## config.mk

```make
export PLATFORM = sky130hd
export DESIGN_NAME = dpfl_lock_regs
export DESIGN_NICKNAME = d
export VERILOG_FILES = /design/src/dpfl_lock_regs.v
export VERILOG_INCLUDE_DIRS = /design/src
export SDC_FILE = /design/constraint.sdc
export NUM_CORES = 1
export LEC_CHECK = 0
export BUFFER_PORTS_ARGS = -buffer_cell sky130_fd_sc_hd__buf_2
export CAP_MARGIN = 0
export CORE_MARGIN = 4
export CORE_UTILIZATION = 47
export CTS_CLUSTER_SIZE = 24
export DETAILED_ROUTE_END_ITERATION = 12
export PLACE_DENSITY = 0.74
export SLEW_MARGIN = 20
export SYNTH_ARGS = -nofsm -noshare
export SYNTH_HDL_FRONTEND = slang
export SYNTH_SLANG_ARGS = --single-unit
```

## constraint.sdc

```tcl
create_clock -name ref_clk -period 5.1 [get_ports ref_clk]
set_input_delay 0.51 -clock ref_clk [delete_from_list [all_inputs] [get_ports ref_clk]]
set_output_delay 0.51 -clock ref_clk [all_outputs]
set_load 0.1 [all_outputs]
```

## src/dpfl_regs.vh

```
`ifndef DPFL_REGS_VH
`define DPFL_REGS_VH

`define DPFL_ADDR_PHASE0  8'h00
`define DPFL_ADDR_PHASE3  8'h03
`define DPFL_ADDR_FREQ0   8'h04
`define DPFL_ADDR_FREQ3   8'h07
`define DPFL_ADDR_LOCK0   8'h08
`define DPFL_ADDR_LOCK3   8'h0B
`define DPFL_ADDR_DELAY   8'h0C
`define DPFL_ADDR_STATUS  8'h0D
`define DPFL_ADDR_EVENT   8'h0E

`define DPFL_PHASE_W      30
`define DPFL_FREQ_W       29
`define DPFL_TIMER_RST    16'h00FF
`define DPFL_THRESH_RST   16'h0155
`define DPFL_DELAY_RST    8'h1F

`define DPFL_EV_LOL_BIT   0
`define DPFL_EV_STCH_BIT  3

`define DPFL_ST_FREERUN   3'h0
`define DPFL_ST_NORMAL    3'h1
`define DPFL_ST_HOLDOVER  3'h2
`define DPFL_ST_WRFREQ    3'h3
`define DPFL_ST_ACQUIRE   3'h4
`define DPFL_ST_HITLESS   3'h5

`define DPFL_MS_NS        1000000
`define DPFL_CLK_NS       10

`endif

```

## src/dpfl_lock_regs.v

```verilog
`timescale 1ns/10ps
`default_nettype none
`include "dpfl_regs.vh"

module dpfl_lock_regs #(
  parameter MS_CYCLES = `DPFL_MS_NS / `DPFL_CLK_NS,
  parameter ERR_W     = 24
) (
  input  wire                    ref_clk,
  input  wire                    rst_b,
  input  wire [7:0]              reg_addr,
  input  wire                    reg_wr,
  input  wire [7:0]              reg_wdata,
  input  wire                    reg_rd,
  output reg  [7:0]              reg_rdata,
  input  wire [ERR_W-1:0]        phase_err_abs,
  input  wire                    ref_valid,
  input  wire                    ref_select,
  input  wire                    dco_mode,
  input  wire                    hitless_enable,
  input  wire                    hitless_active,
  input  wire                    filter_swap_enable,
  output reg  [29:0]             phase_adjust_out,
  output reg                     phase_apply,
  output reg  [28:0]             freq_word_out,
  output reg                     freq_apply,
  output wire [7:0]              tdc_delay_out,
  output wire [2:0]              loop_state,
  output wire                    lock_out,
  output wire                    filter_normal_sel
);

  reg  [31:0]       phase_stage_q;
  reg  [31:0]       freq_stage_q;
  reg  [15:0]       timer_q;
  reg  [15:0]       thresh_q;
  reg  [7:0]        delay_q;
  reg  [2:0]        state_q;
  reg  [2:0]        state_d;
  reg               lock_q;
  reg               lock_d;
  reg               ev_lol_q;
  reg               ev_stch_q;
  reg  [31:0]       tick_cnt_q;
  reg               tick_q;
  reg  [15:0]       ms_cnt_q;
  reg               clr_run;
  wire              err_ok;
  wire              half_done;
  wire              wr_phase3;
  wire              wr_freq3;
  wire [7:0]        status_byte;
  wire [7:0]        event_byte;
  wire [18:0]       thresh_steps;

  // threshold counts eight converter steps, error arrives in steps
  assign thresh_steps = {thresh_q, 3'b000};
  assign err_ok       = ({{19{1'b0}}, phase_err_abs} < {{ERR_W{1'b0}}, thresh_steps});
  assign half_done    = (ms_cnt_q >= {1'b0, timer_q[15:1]});
  assign wr_phase3    = reg_wr && (reg_addr == `DPFL_ADDR_PHASE3);
  assign wr_freq3     = reg_wr && (reg_addr == `DPFL_ADDR_FREQ3);

  // staging copies plus live threshold, timer and delay registers, byte-addressed
  always @(posedge ref_clk) begin
    if (!rst_b) begin
      phase_stage_q <= 32'h00000000;
      freq_stage_q  <= 32'h00000000;
      timer_q       <= `DPFL_TIMER_RST;
      thresh_q      <= `DPFL_THRESH_RST;
      delay_q       <= `DPFL_DELAY_RST;
    end else if (reg_wr) begin
      case (reg_addr)
        8'h00: phase_stage_q[7:0]   <= reg_wdata;
        8'h01: phase_stage_q[15:8]  <= reg_wdata;
        8'h02: phase_stage_q[23:16] <= reg_wdata;
        8'h03: phase_stage_q[31:24] <= {2'b00, reg_wdata[5:0]};
        8'h04: freq_stage_q[7:0]    <= reg_wdata;
        8'h05: freq_stage_q[15:8]   <= reg_wdata;
        8'h06: freq_stage_q[23:16]  <= reg_wdata;
        8'h07: freq_stage_q[31:24]  <= {3'b000, reg_wdata[4:0]};
        8'h08: thresh_q[7:0]        <= reg_wdata;
        8'h09: thresh_q[15:8]       <= reg_wdata;
        8'h0A: timer_q[7:0]         <= reg_wdata;
        8'h0B: timer_q[15:8]        <= reg_wdata;
        8'h0C: delay_q              <= reg_wdata;
        default: ;
      endcase
    end
  end

  // live values move only on top-byte writes
  always @(posedge ref_clk) begin
    if (!rst_b) begin
      phase_adjust_out <= 30'h00000000;
      phase_apply      <= 1'b0;
      freq_word_out    <= 29'h00000000;
      freq_apply       <= 1'b0;
    end else begin
      phase_apply <= 1'b0;
      freq_apply  <= 1'b0;
      // hitless switching owns phase; the write is dropped, not queued
      if (wr_phase3 && !hitless_enable) begin
        phase_adjust_out <= {reg_wdata[5:0], phase_stage_q[23:0]};
        phase_apply      <= 1'b1;
      end
      if (wr_freq3) begin
        freq_word_out <= {reg_wdata[4:0], freq_stage_q[23:0]};
        freq_apply    <= 1'b1;
      end
    end
  end

  // millisecond tick
  always @(posedge ref_clk) begin
    if (!rst_b) begin
      tick_cnt_q <= 32'h00000000;
      tick_q     <= 1'b0;
    end else if (tick_cnt_q == MS_CYCLES - 1) begin
      tick_cnt_q <= 32'h00000000;
      tick_q     <= 1'b1;
    end else begin
      tick_cnt_q <= tick_cnt_q + 32'h00000001;
      tick_q     <= 1'b0;
    end
  end

  // next state and lock
  always @* begin
    state_d = state_q;
    lock_d  = lock_q;
    clr_run = 1'b0;
    case (state_q)
      `DPFL_ST_FREERUN, `DPFL_ST_HOLDOVER: begin
        lock_d = 1'b0;
        if (dco_mode) begin
          state_d = `DPFL_ST_WRFREQ;
        end else if (ref_valid) begin
          state_d = `DPFL_ST_ACQUIRE;
          clr_run = 1'b1;
        end
      end
      `DPFL_ST_WRFREQ: begin
        lock_d = 1'b0;
        if (!dco_mode) begin
          state_d = ref_valid ? `DPFL_ST_ACQUIRE : `DPFL_ST_FREERUN;
          clr_run = 1'b1;
        end
      end
      `DPFL_ST_ACQUIRE: begin
        if (dco_mode) begin
          state_d = `DPFL_ST_WRFREQ;
        end else if (!ref_valid) begin
          state_d = `DPFL_ST_FREERUN;
        end else if (!err_ok) begin
          clr_run = 1'b1;
        end else if (half_done) begin
          state_d = `DPFL_ST_NORMAL;
          clr_run = 1'b1;
        end
      end
      `DPFL_ST_NORMAL: begin
        if (dco_mode) begin
          state_d = `DPFL_ST_WRFREQ;
          lock_d  = 1'b0;
        end else if (!ref_valid) begin
          state_d = lock_q ? `DPFL_ST_HOLDOVER : `DPFL_ST_FREERUN;
          lock_d  = 1'b0;
        end else if (hitless_active && hitless_enable) begin
          state_d = `DPFL_ST_HITLESS;
        end else if (!err_ok) begin
          // losing the threshold restarts acquisition
          state_d = `DPFL_ST_ACQUIRE;
          lock_d  = 1'b0;
          clr_run = 1'b1;
        end else if (half_done && !lock_q) begin
          lock_d  = 1'b1;
        end
      end
      `DPFL_ST_HITLESS: begin
        if (!hitless_active || !hitless_enable) begin
          state_d = `DPFL_ST_NORMAL;
        end
      end
      default: begin
        state_d = `DPFL_ST_FREERUN;
        lock_d  = 1'b0;
      end
    endcase
  end

  always @(posedge ref_clk) begin
    if (!rst_b) begin
      state_q  <= `DPFL_ST_FREERUN;
      lock_q   <= 1'b0;
      ms_cnt_q <= 16'h0000;
    end else begin
      state_q <= state_d;
      lock_q  <= lock_d;
      if (clr_run) begin
        ms_cnt_q <= 16'h0000;
      end else if (tick_q && ms_cnt_q != 16'hFFFF) begin
        ms_cnt_q <= ms_cnt_q + 16'h0001;
      end
    end
  end

  // events: set wins over a same-cycle clear
  always @(posedge ref_clk) begin
    if (!rst_b) begin
      ev_lol_q  <= 1'b0;
      ev_stch_q <= 1'b0;
    end else begin
      if (lock_q && !lock_d) begin
        ev_lol_q <= 1'b1;
      end else if (reg_wr && reg_addr == `DPFL_ADDR_EVENT && reg_wdata[`DPFL_EV_LOL_BIT]) begin
        ev_lol_q <= 1'b0;
      end
      if (state_d != state_q) begin
        ev_stch_q <= 1'b1;
      end else if (reg_wr && reg_addr == `DPFL_ADDR_EVENT && reg_wdata[`DPFL_EV_STCH_BIT]) begin
        ev_stch_q <= 1'b0;
      end
    end
  end

  assign status_byte = {1'b0, state_q, 2'b00, ref_select, lock_q};
  assign event_byte  = {4'h0, ev_stch_q, 2'b00, ev_lol_q};

  // read data one cycle after the strobe
  always @(posedge ref_clk) begin
    if (!rst_b) begin
      reg_rdata <= 8'h00;
    end else if (reg_rd) begin
      case (reg_addr)
        8'h00:   reg_rdata <= phase_stage_q[7:0];
        8'h01:   reg_rdata <= phase_stage_q[15:8];
        8'h02:   reg_rdata <= phase_stage_q[23:16];
        8'h03:   reg_rdata <= phase_stage_q[31:24];
        8'h04:   reg_rdata <= freq_stage_q[7:0];
        8'h05:   reg_rdata <= freq_stage_q[15:8];
        8'h06:   reg_rdata <= freq_stage_q[23:16];
        8'h07:   reg_rdata <= freq_stage_q[31:24];
        8'h08:   reg_rdata <= thresh_q[7:0];
        8'h09:   reg_rdata <= thresh_q[15:8];
        8'h0A:   reg_rdata <= timer_q[7:0];
        8'h0B:   reg_rdata <= timer_q[15:8];
        8'h0C:   reg_rdata <= delay_q;
        8'h0D:   reg_rdata <= status_byte;
        8'h0E:   reg_rdata <= event_byte;
        default: reg_rdata <= 8'h00;
      endcase
    end
  end

  assign tdc_delay_out     = delay_q;
  assign loop_state        = state_q;
  assign lock_out          = lock_q;
  assign filter_normal_sel = filter_swap_enable && (state_q == `DPFL_ST_NORMAL || state_q == `DPFL_ST_HITLESS);

endmodule // dpfl_lock_regs
`default_nettype wire

```

==> results by group, run 1 <==
Run status
  • Status: finished clean

GRT
  • Gr ovfl total: 0
  • GR Util All Layers: 23.6%
  • Largest net degree at the start of global routing: 89
  • First-pass GRT wire length: 46500 um
  • Vias in the first global route: 8653
  • Initial antenna violation count: 2

Pwr
  • PwrDens: 324 nW/um^2
  • IR drop worst, VDD: 0.217 mV
  • Leak Pwr: 0.00433 uW

Setup path
  • Crit path DAT: 3.59 ns
  • CP required: 5.46 ns
  • Setup crit end kind: flip-flop
  • Crit path cell chain: inv_1, ha_1, nand3_1, or2_2, o41ai_2, or3_4, a31oi_4, o21ai_2, nor2_1
  • CP max stage cell: o21ai_2
  • CP max stage delay: 0.76 ns
  • Setup Crit Path Kind: flip-flop to flip-flop
  • Crit start category: flip-flop
  • Max Fanout on Critical Path: 16

Clock network
  • Insertion delay to the later sink of the worst-skew pair: 0.52 ns
  • Hold-fix buffers, CTS: 0
  • CTS Sinks: 218
  • Clock transition at the registers of the reported paths: 0.06 ns
  • CTS tree: yes
  • H-tree depth: 1
  • Postcts setup bufs: 0
  • Post-CTS Resized: 0
  • CTS buffer count: 24
  • Clk buf depth: 3
  • Root Driver: clkbuf_16

Synth
  • Warnings, synthesis: 0
  • Post-synth ARST share: 0%
  • Mean Syn Cell Area: 7.98 um^2
  • Post-Synth XOR/XNOR Area: 3.49%
  • Syn nets: 1342
  • Synth Area in Adders: 3.98%
  • Main combinational cell family by area after synthesis: simple AND/OR/NAND/NOR gates
  • #FFs+latches synth: 218
  • Gate Count Post-Synth: 1260
  • Synth cell types: 68
  • Multiplexer area fraction after synthesis: 1.82%
  • Ranking of synthesized cells by area: dfxtp_1 43%, nand2_1 10%, a21oi_1 8.1%
  • Synth Area in Compound Gates: 16.1%
  • Synth area leader: dfxtp_1
  • EDFF count, synth: 0
  • Synth Area in Simple Gates: 26.1%
  • Sequential cell area fraction in the yosys report: 43.4%
  • Synth top area share: 43.4%
  • Synth Flop Type: dfxtp_1
  • Mapped Area: 10100 um^2

Cells and area
  • Area delta synth->final: 15.9%
  • Nets@finish: 1422
  • Final instance area: 11600 um^2
  • Layout cell share with drive strength beyond 1: 15.7%
  • Fill count: 1933

STA
  • Final min period: 3.23 ns
  • Final Max Tran Viols: 0
  • Crit share post-route: 63.3%
  • Slew headroom: 30.2%
  • RSZ-0062 raised after global routing: false
  • TNS Setup: 0 ns
  • Hold Vio Cnt, Final: 0
  • Setup violators final: 0
  • Clock Skew: 0.00832 ns
  • Peak Freq: 0.310 GHz
  • Worst Max-Slew Pin Slew: 1.04 ns

Detailed routing
  • DRC violations left: 0
  • WL final: 29300 um
  • Antenna-violating nets left: 0
  • Via count: 9513
  • TritonRoute pass-1 iters: 6
  • Vias/cell: 5.82
  • DRT iter0 DRCs: 784
  • Wire per inst: 17.9 um

Floorplan
  • Die W: 154 um
  • Core area: 21000 um^2
  • Total die area: 23800 um^2
  • Die height: 154 um
  • Num rows: 53
  • Num ports: 132
  • Starting Density: 47.8%

Placed design
  • Final GP Congestion: 0.925
  • DP Area: 10800 um^2
  • IO Port Bufs: 128
  • Hpwl dp: 20100 um

Hold path
  • Hold Crit Class: input port to flip-flop

Job
  • Max Cap Viol: 0
==> sequential cells by signal, summed over array words and instances, names as in the netlist <==
register and count:
phase_apply 1, ev_stch_q 1, reg_rdata 8, freq_word_out 29, ms_cnt_q 16, freq_apply 1, tick_cnt_q 32, loop_state 3
phase_stage_q 30, timer_q 16, thresh_q 16, freq_stage_q 24, tick_q 1, lock_out 1, tdc_delay_out 8, phase_adjust_out 30
ev_lol_q 1
==> area by class of cell <==
type / count / area (um^2) / area share, %
antenna: 2 / 5.00 / 0.0430
clock buffer: 33 / 706 / 6.06
sequential: 218 / 4360 / 37.5
clock inverter: 11 / 161 / 1.39
multi-input combinational: 915 / 5190 / 44.5
inverter: 45 / 171 / 1.47
timing repair buffer: 136 / 708 / 6.08
tap: 275 / 344 / 2.95
==> where the power goes <==
| part | switching, uW | internal [uW] |
|---|---|---|
| Sequential | 10.3 | 1710 |
| Clock | 712 | 1170 |
| Combinational | 132 | 44.5 |
| Total | 855 | 2920 |
==> metal layers <==
| layer | GRT usage (%) | vias to the layer above | wire (um) |
|---|---|---|---|
| li1 | - | 4532 | - |
| met1 | 32.7 | 4458 | 12500 |
| met2 | 36.2 | 434 | 13000 |
| met3 | 4.87 | 89 | 2670 |
| met4 | 9.13 | 0 | 1090 |
| met5 | 0 | - | 0 |
==> critical path, delay by kind of cell, from the launching register on <==
family	cells	cell delay [ns]
AOI/OAI and AO/OA	3	1.44
adders and majority gates	1	0.34
buffers and inverters	1	0.06
DFF	1	0.38
and+or+nand+nor	4	0.84
==> cells in the mapped netlist (all sizes together), types with 3 or more instances <==
master	n
and3	13
o21a	3
nor4b	3
a2111oi	3
o22ai	5
a22o	5
a221oi	7
a21oi	163
o21ai	14
mux2i	7
a21o	6
clkbuf	64
ha	32
xor2	20
a31oi	8
nand2b	6
nor4	17
nand3	121
a31o	3
and2	8
nand4	9
o211ai	5
inv	45
dfxtp	218
nor3	16
a22oi	20
buf	18
xnor2	20
mux4	4
a222oi	5
or3	8
and4	4
nor2b	4
nor2	76
nand2	275
==> worst paths after layout <==
path	from	to	slack [ns]	depth (start not counted)
max	thresh_q[15]$_SDFFE_PN0P_	ms_cnt_q[0]$_SDFFE_PP0P_	1.87	9
min	reg_rd	reg_rdata[3]$_SDFFE_PN0P_	0.40	3
max reg2reg	thresh_q[15]$_SDFFE_PN0P_	ms_cnt_q[0]$_SDFFE_PP0P_	1.87	9
min reg2reg	freq_word_out[23]$_SDFFE_PN0P_	freq_word_out[23]$_SDFFE_PN0P_	0.45	2
==> cell usage in the layout, fill, tap and decap left out, drive strengths merged, types with 13 or more instances in the layout <==
| cell | n |
|---|---|
| a21oi | 163 |
| a22oi | 20 |
| and3 | 13 |
| buf | 136 |
| clkbuf | 33 |
| dfxtp | 218 |
| ha | 32 |
| inv | 45 |
| nand2 | 275 |
| nand3 | 121 |
| nor2 | 76 |
| nor3 | 16 |
| nor4 | 17 |
| o21ai | 14 |
| xnor2 | 20 |
| xor2 | 20 |
==> cell families (layout without fill, tap and decap cells) <==
| logic type | Yosys count | in the layout |
|---|---|---|
| XOR/XNOR | 40 | 40 |
| AO/OA/AOI/OAI | 263 | 263 |
| other | 0 | 2 |
| flip-flops | 218 | 218 |
| AND/OR/NAND/NOR | 567 | 567 |
| multiplexers | 13 | 13 |
| buffers and inverters | 127 | 225 |
| adder cells (fa/ha/maj) | 32 | 32 |
==> through the flow <==
stage          utilization [%]  hold slack [ns]  setup slack [ns]  std cells  total power, uW
2_1_floorplan                -            0.426              2.43       1260             1870
3_3_place_gp              51.2            0.438              1.55       1588             1920
3_5_place_dp              51.3            0.444              1.46       1589             1930
4_1_cts                   55.4            0.378              1.85       1633             3780
5_1_grt                   55.4            0.400              1.68       1635             3870
6_report                  55.4            0.399              1.87       1635             3780
Power figures use the tool's default switching activity.
==> run 2, diff against run 1 <==
ABC_AREA = 1   (was default)
PLACE_DENSITY = 0.77   (was 0.74)
clock period = 2.7 ns   (was 5.1 ns; I/O delays follow)
==> run 2 against run 1 <==
Synthesized cell count increased by 12%. Total power is 84% higher. First-iteration DRC count fell by 8.8%. Design area rose by 2.0%. Area after synthesis is 1.7% higher. Sequential power up 88%. Non-clock buffer count up 3. Die area increased by 1.6%. Fmax rose by 39%. Via count rose by 2.6%. Critical path type unchanged.
==> results by group, run 2 <==
Run status
  • Status: finished clean

Clock network
  • Clk buf depth: 3 (unchanged)
  • Post-CTS Resized: 0 (unchanged)
  • H-tree depth: 1 (unchanged)
  • Clock transition at the registers of the reported paths: 0.06 ns (about the same)
  • Hold-fix buffers, CTS: 0 (unchanged)
  • CTS buffer count: 24 (unchanged)
  • Root Driver: clkbuf_16
  • CTS tree: yes
  • CTS Sinks: 218 (unchanged)
  • Postcts setup bufs: 0 (unchanged)
  • Insertion delay to the later sink of the worst-skew pair: 0.52 ns (about the same)

Cells and area
  • Most common cell after layout, fill and taps aside: dfxtp_1
  • Area of the multi-input gates: 4820 um^2 (-7.1%)
  • Largest Register: tick_cnt_q
  • Area delta synth->final: 16.2%
  • FF+latch area: 4360 um^2 (unchanged)
  • Nets@finish: 1596 (+12%)
  • Layout cell share with drive strength beyond 1: 15.8% (+0.12 points)
  • Diode count: 0 (-2)
  • Regs by FF count: tick_cnt_q x32, phase_adjust_out x30, phase_stage_q x30
  • Max reg flops: 32 (unchanged)
  • Commonest cells after routing, fill and taps aside: 218 x dfxtp_1, 206 x nand2_1, 192 x inv_1, 167 x a21oi_1
  • Fill count: 2043 (+5.7%)

GRT
  • GR Util All Layers: 22.8% (-0.78 points)
  • Initial antenna violation count: 3 (+1)
  • Gr ovfl total: 0 (unchanged)
  • Largest net degree at the start of global routing: 110 (+24%)
  • First-pass GRT wire length: 45300 um (-2.7%)
  • Vias in the first global route: 8776 (+1.4%)

Pwr
  • Logic pwr share: 5.2% (+0.5 points)
  • PwrDens: 586 nW/um^2 (+81%)
  • Sequential share of power: 46.5% (+1.0 points)
  • Leak Pwr: 0.00497 uW (+15%)
  • Switching Fraction: 23.2% (+0.59 points)
  • IR drop worst, VDD: 0.429 mV (+98%)
  • NetSw: 1620 uW (+89%)
  • Pint: 5350 uW (+83%)
  • Clock power share: 48.3% (-1.5 points)
  • Tot Pwr: 6970 uW (+84%)

STA
  • Worst Max-Slew Pin Slew: 0.692 ns (-0.349 ns)
  • WHS: 0.113 ns (-0.286 ns)
  • RSZ-0062 raised after global routing: false
  • Slew headroom: 53.5% (+23 points)
  • Setup violators final: 0 (unchanged)
  • Peak Freq: 0.431 GHz (+39%)
  • Final min period: 2.32 ns (-0.908 ns)
  • Crit share post-route: 85.9% (+23 points)
  • Final setup margin: 0.380 ns (-1.49 ns)
  • Final Max Tran Viols: 0 (unchanged)
  • TNS Setup: 0 ns (unchanged)
  • Clock Skew: 0.0211 ns (+0.0128 ns)
  • Hold Vio Cnt, Final: 0 (unchanged)

Synth
  • Ranking of synthesized cells by area: dfxtp_1 43%, a21oi_1 8.2%, nand2_1 7.6%
  • Sequential cell area fraction in the yosys report: 42.7% (-0.74 points)
  • EDFF count, synth: 0 (unchanged)
  • Synth Area in Adders: 3.92% (-0.068 points)
  • Synth cell types: 46 (-32%)
  • #FFs+latches synth: 218 (unchanged)
  • Main combinational cell family by area after synthesis: simple AND/OR/NAND/NOR gates
  • Most common cell in the synthesized netlist: dfxtp_1
  • Synth Area in Simple Gates: 21.8% (-4.3 points)
  • Warnings, synthesis: 0 (unchanged)
  • Top post-synthesis cells by count: 218 x dfxtp_1, 206 x nand2_1, 192 x inv_1
  • Synth top area share: 42.7% (-0.74 points)
  • Mean Syn Cell Area: 7.27 um^2 (-8.8%)
  • Gate Count Post-Synth: 1406 (+12%)
  • Post-synth ARST share: 0% (unchanged)
  • Multiplexer area fraction after synthesis: 0% (-1.8 points)
  • Post-Synth XOR/XNOR Area: 1.28% (-2.2 points)
  • Mapped Area: 10200 um^2 (+1.7%)
  • Syn nets: 1488 (+11%)
  • Synth area leader: dfxtp_1
  • Synth Area in Compound Gates: 20.0% (+3.9 points)
  • Synth Flop Type: dfxtp_1

Setup path
  • Crit. path cell count: 13 (+4)
  • CP max stage delay: 0.36 ns (-0.40 ns)
  • Crit start category: flip-flop
  • Reg2Reg Depth: 13 (+4)
  • Worst path most repeated cell: nand2_1
  • CP bufs+invs: 2 (+1)
  • Crit path DAT: 2.73 ns (-0.86 ns)
  • Top delay family on crit path: compound AO/OA/AOI/OAI gates
  • Setup crit end kind: flip-flop
  • Crit path cell chain: inv_1, ha_1, nand2_1, nor2_1, nand2_1, a21oi_1, o21ai_1, a21oi_1, nand3_1, nand2_1, nand3_1, nand2_1, inv_1
  • Setup Crit Path Kind: flip-flop to flip-flop
  • Max Fanout on Critical Path: 3 (-13)
  • CP max stage cell: dfxtp_1
  • CP required: 3.11 ns (-2.35 ns)

Job
  • Max Cap Viol: 0 (unchanged)

Floorplan
  • Num rows: 53 (unchanged)
  • Die W: 156 um (+0.82%)
  • Total die area: 24200 um^2 (+1.6%)
  • Starting Density: 48.2% (+0.37 points)
  • Num ports: 132 (unchanged)
  • Die height: 156 um (+0.82%)
  • Core area: 21200 um^2 (+0.95%)

Placed design
  • Final GP Congestion: 0.944 (+2.0%)
  • Hpwl dp: 21100 um (+4.5%)
  • IO Port Bufs: 128 (unchanged)
  • Worst slack, placed: 0.391 ns (-1.07 ns)

Detailed routing
  • Via count: 9763 (+2.6%)
  • TritonRoute pass-1 iters: 5 (-1)
  • WL final: 28800 um (-1.4%)
  • Wire per inst: 16.0 um (-11%)
  • DRC violations left: 0 (unchanged)
  • Vias/cell: 5.41 (-7.1%)
  • Antenna-violating nets left: 0 (unchanged)
  • DRT iter0 DRCs: 715 (-8.8%)

Hold path
  • Hold Crit Class: input port to flip-flop
  • Hold depth: 3 (unchanged)
## run 2: stage by stage
stage / std cells / utilization (%) / area (um^2)
floorplan: 1406 / - / 10200
global placement: 1763 / 52.1 / 11100
detailed placement: 1763 / 52.1 / 11100
CTS: 1806 / 56.0 / 11900
global route: 1806 / 56.0 / 11900
finish: 1806 / 56.0 / 11900
## run 2: worst min-delay path, stage by stage
cell	delay, ns
buf_2	0.17
nand2_1	0.09
a21oi_1	0.05
## run 2: area by class of cell
cell class                 instances  share of cell area, %
inverter                         212                   6.69
sequential                       218                   36.7
timing repair buffer             139                   6.21
tap                              275                   2.89
clock inverter                     8                  0.947
multi-input combinational        919                   40.5
clock buffer                      35                   5.99
## run 2: power groups by stage
stage                     clock network, uW  registers (uW)  logic, uW
after floorplan                           0            3350        189
after global placement                    0            3310        348
after detailed placement                  0            3310        351
after CTS                              3410            3240        353
after global routing                   3540            3240        394
final                                  3370            3240        360
## run 2: worst paths after layout
check | from | to | slack, ns
worst max-delay path | thresh_q[12]$_SDFFE_PN0P_ | ev_stch_q$_SDFFE_PN0P_ | 0.38
worst max register to register | thresh_q[12]$_SDFFE_PN0P_ | ev_stch_q$_SDFFE_PN0P_ | 0.38
worst min register to register | freq_word_out[18]$_SDFFE_PN0P_ | freq_word_out[18]$_SDFFE_PN0P_ | 0.44
worst min-delay path | reg_rd | reg_rdata[2]$_SDFFE_PN0P_ | 0.11
## run 2: cells by family after synthesis
group                    Yosys count
buffers and inverters            269
AO/OA/AOI/OAI                    378
XOR/XNOR                          15
adder cells (fa/ha/maj)           32
AND/OR/NAND/NOR                  494
flip-flops                       218
## run 2: metal layers
layer | up-vias | global-route usage [%] | share of wire [%]
li1 | 4857 | - | -
met1 | 4427 | 31.7 | 43
met2 | 404 | 36.1 | 43
met3 | 69 | 4.17 | 9.6
met4 | 6 | 7.38 | 3.6
met5 | - | 0 | 0.12
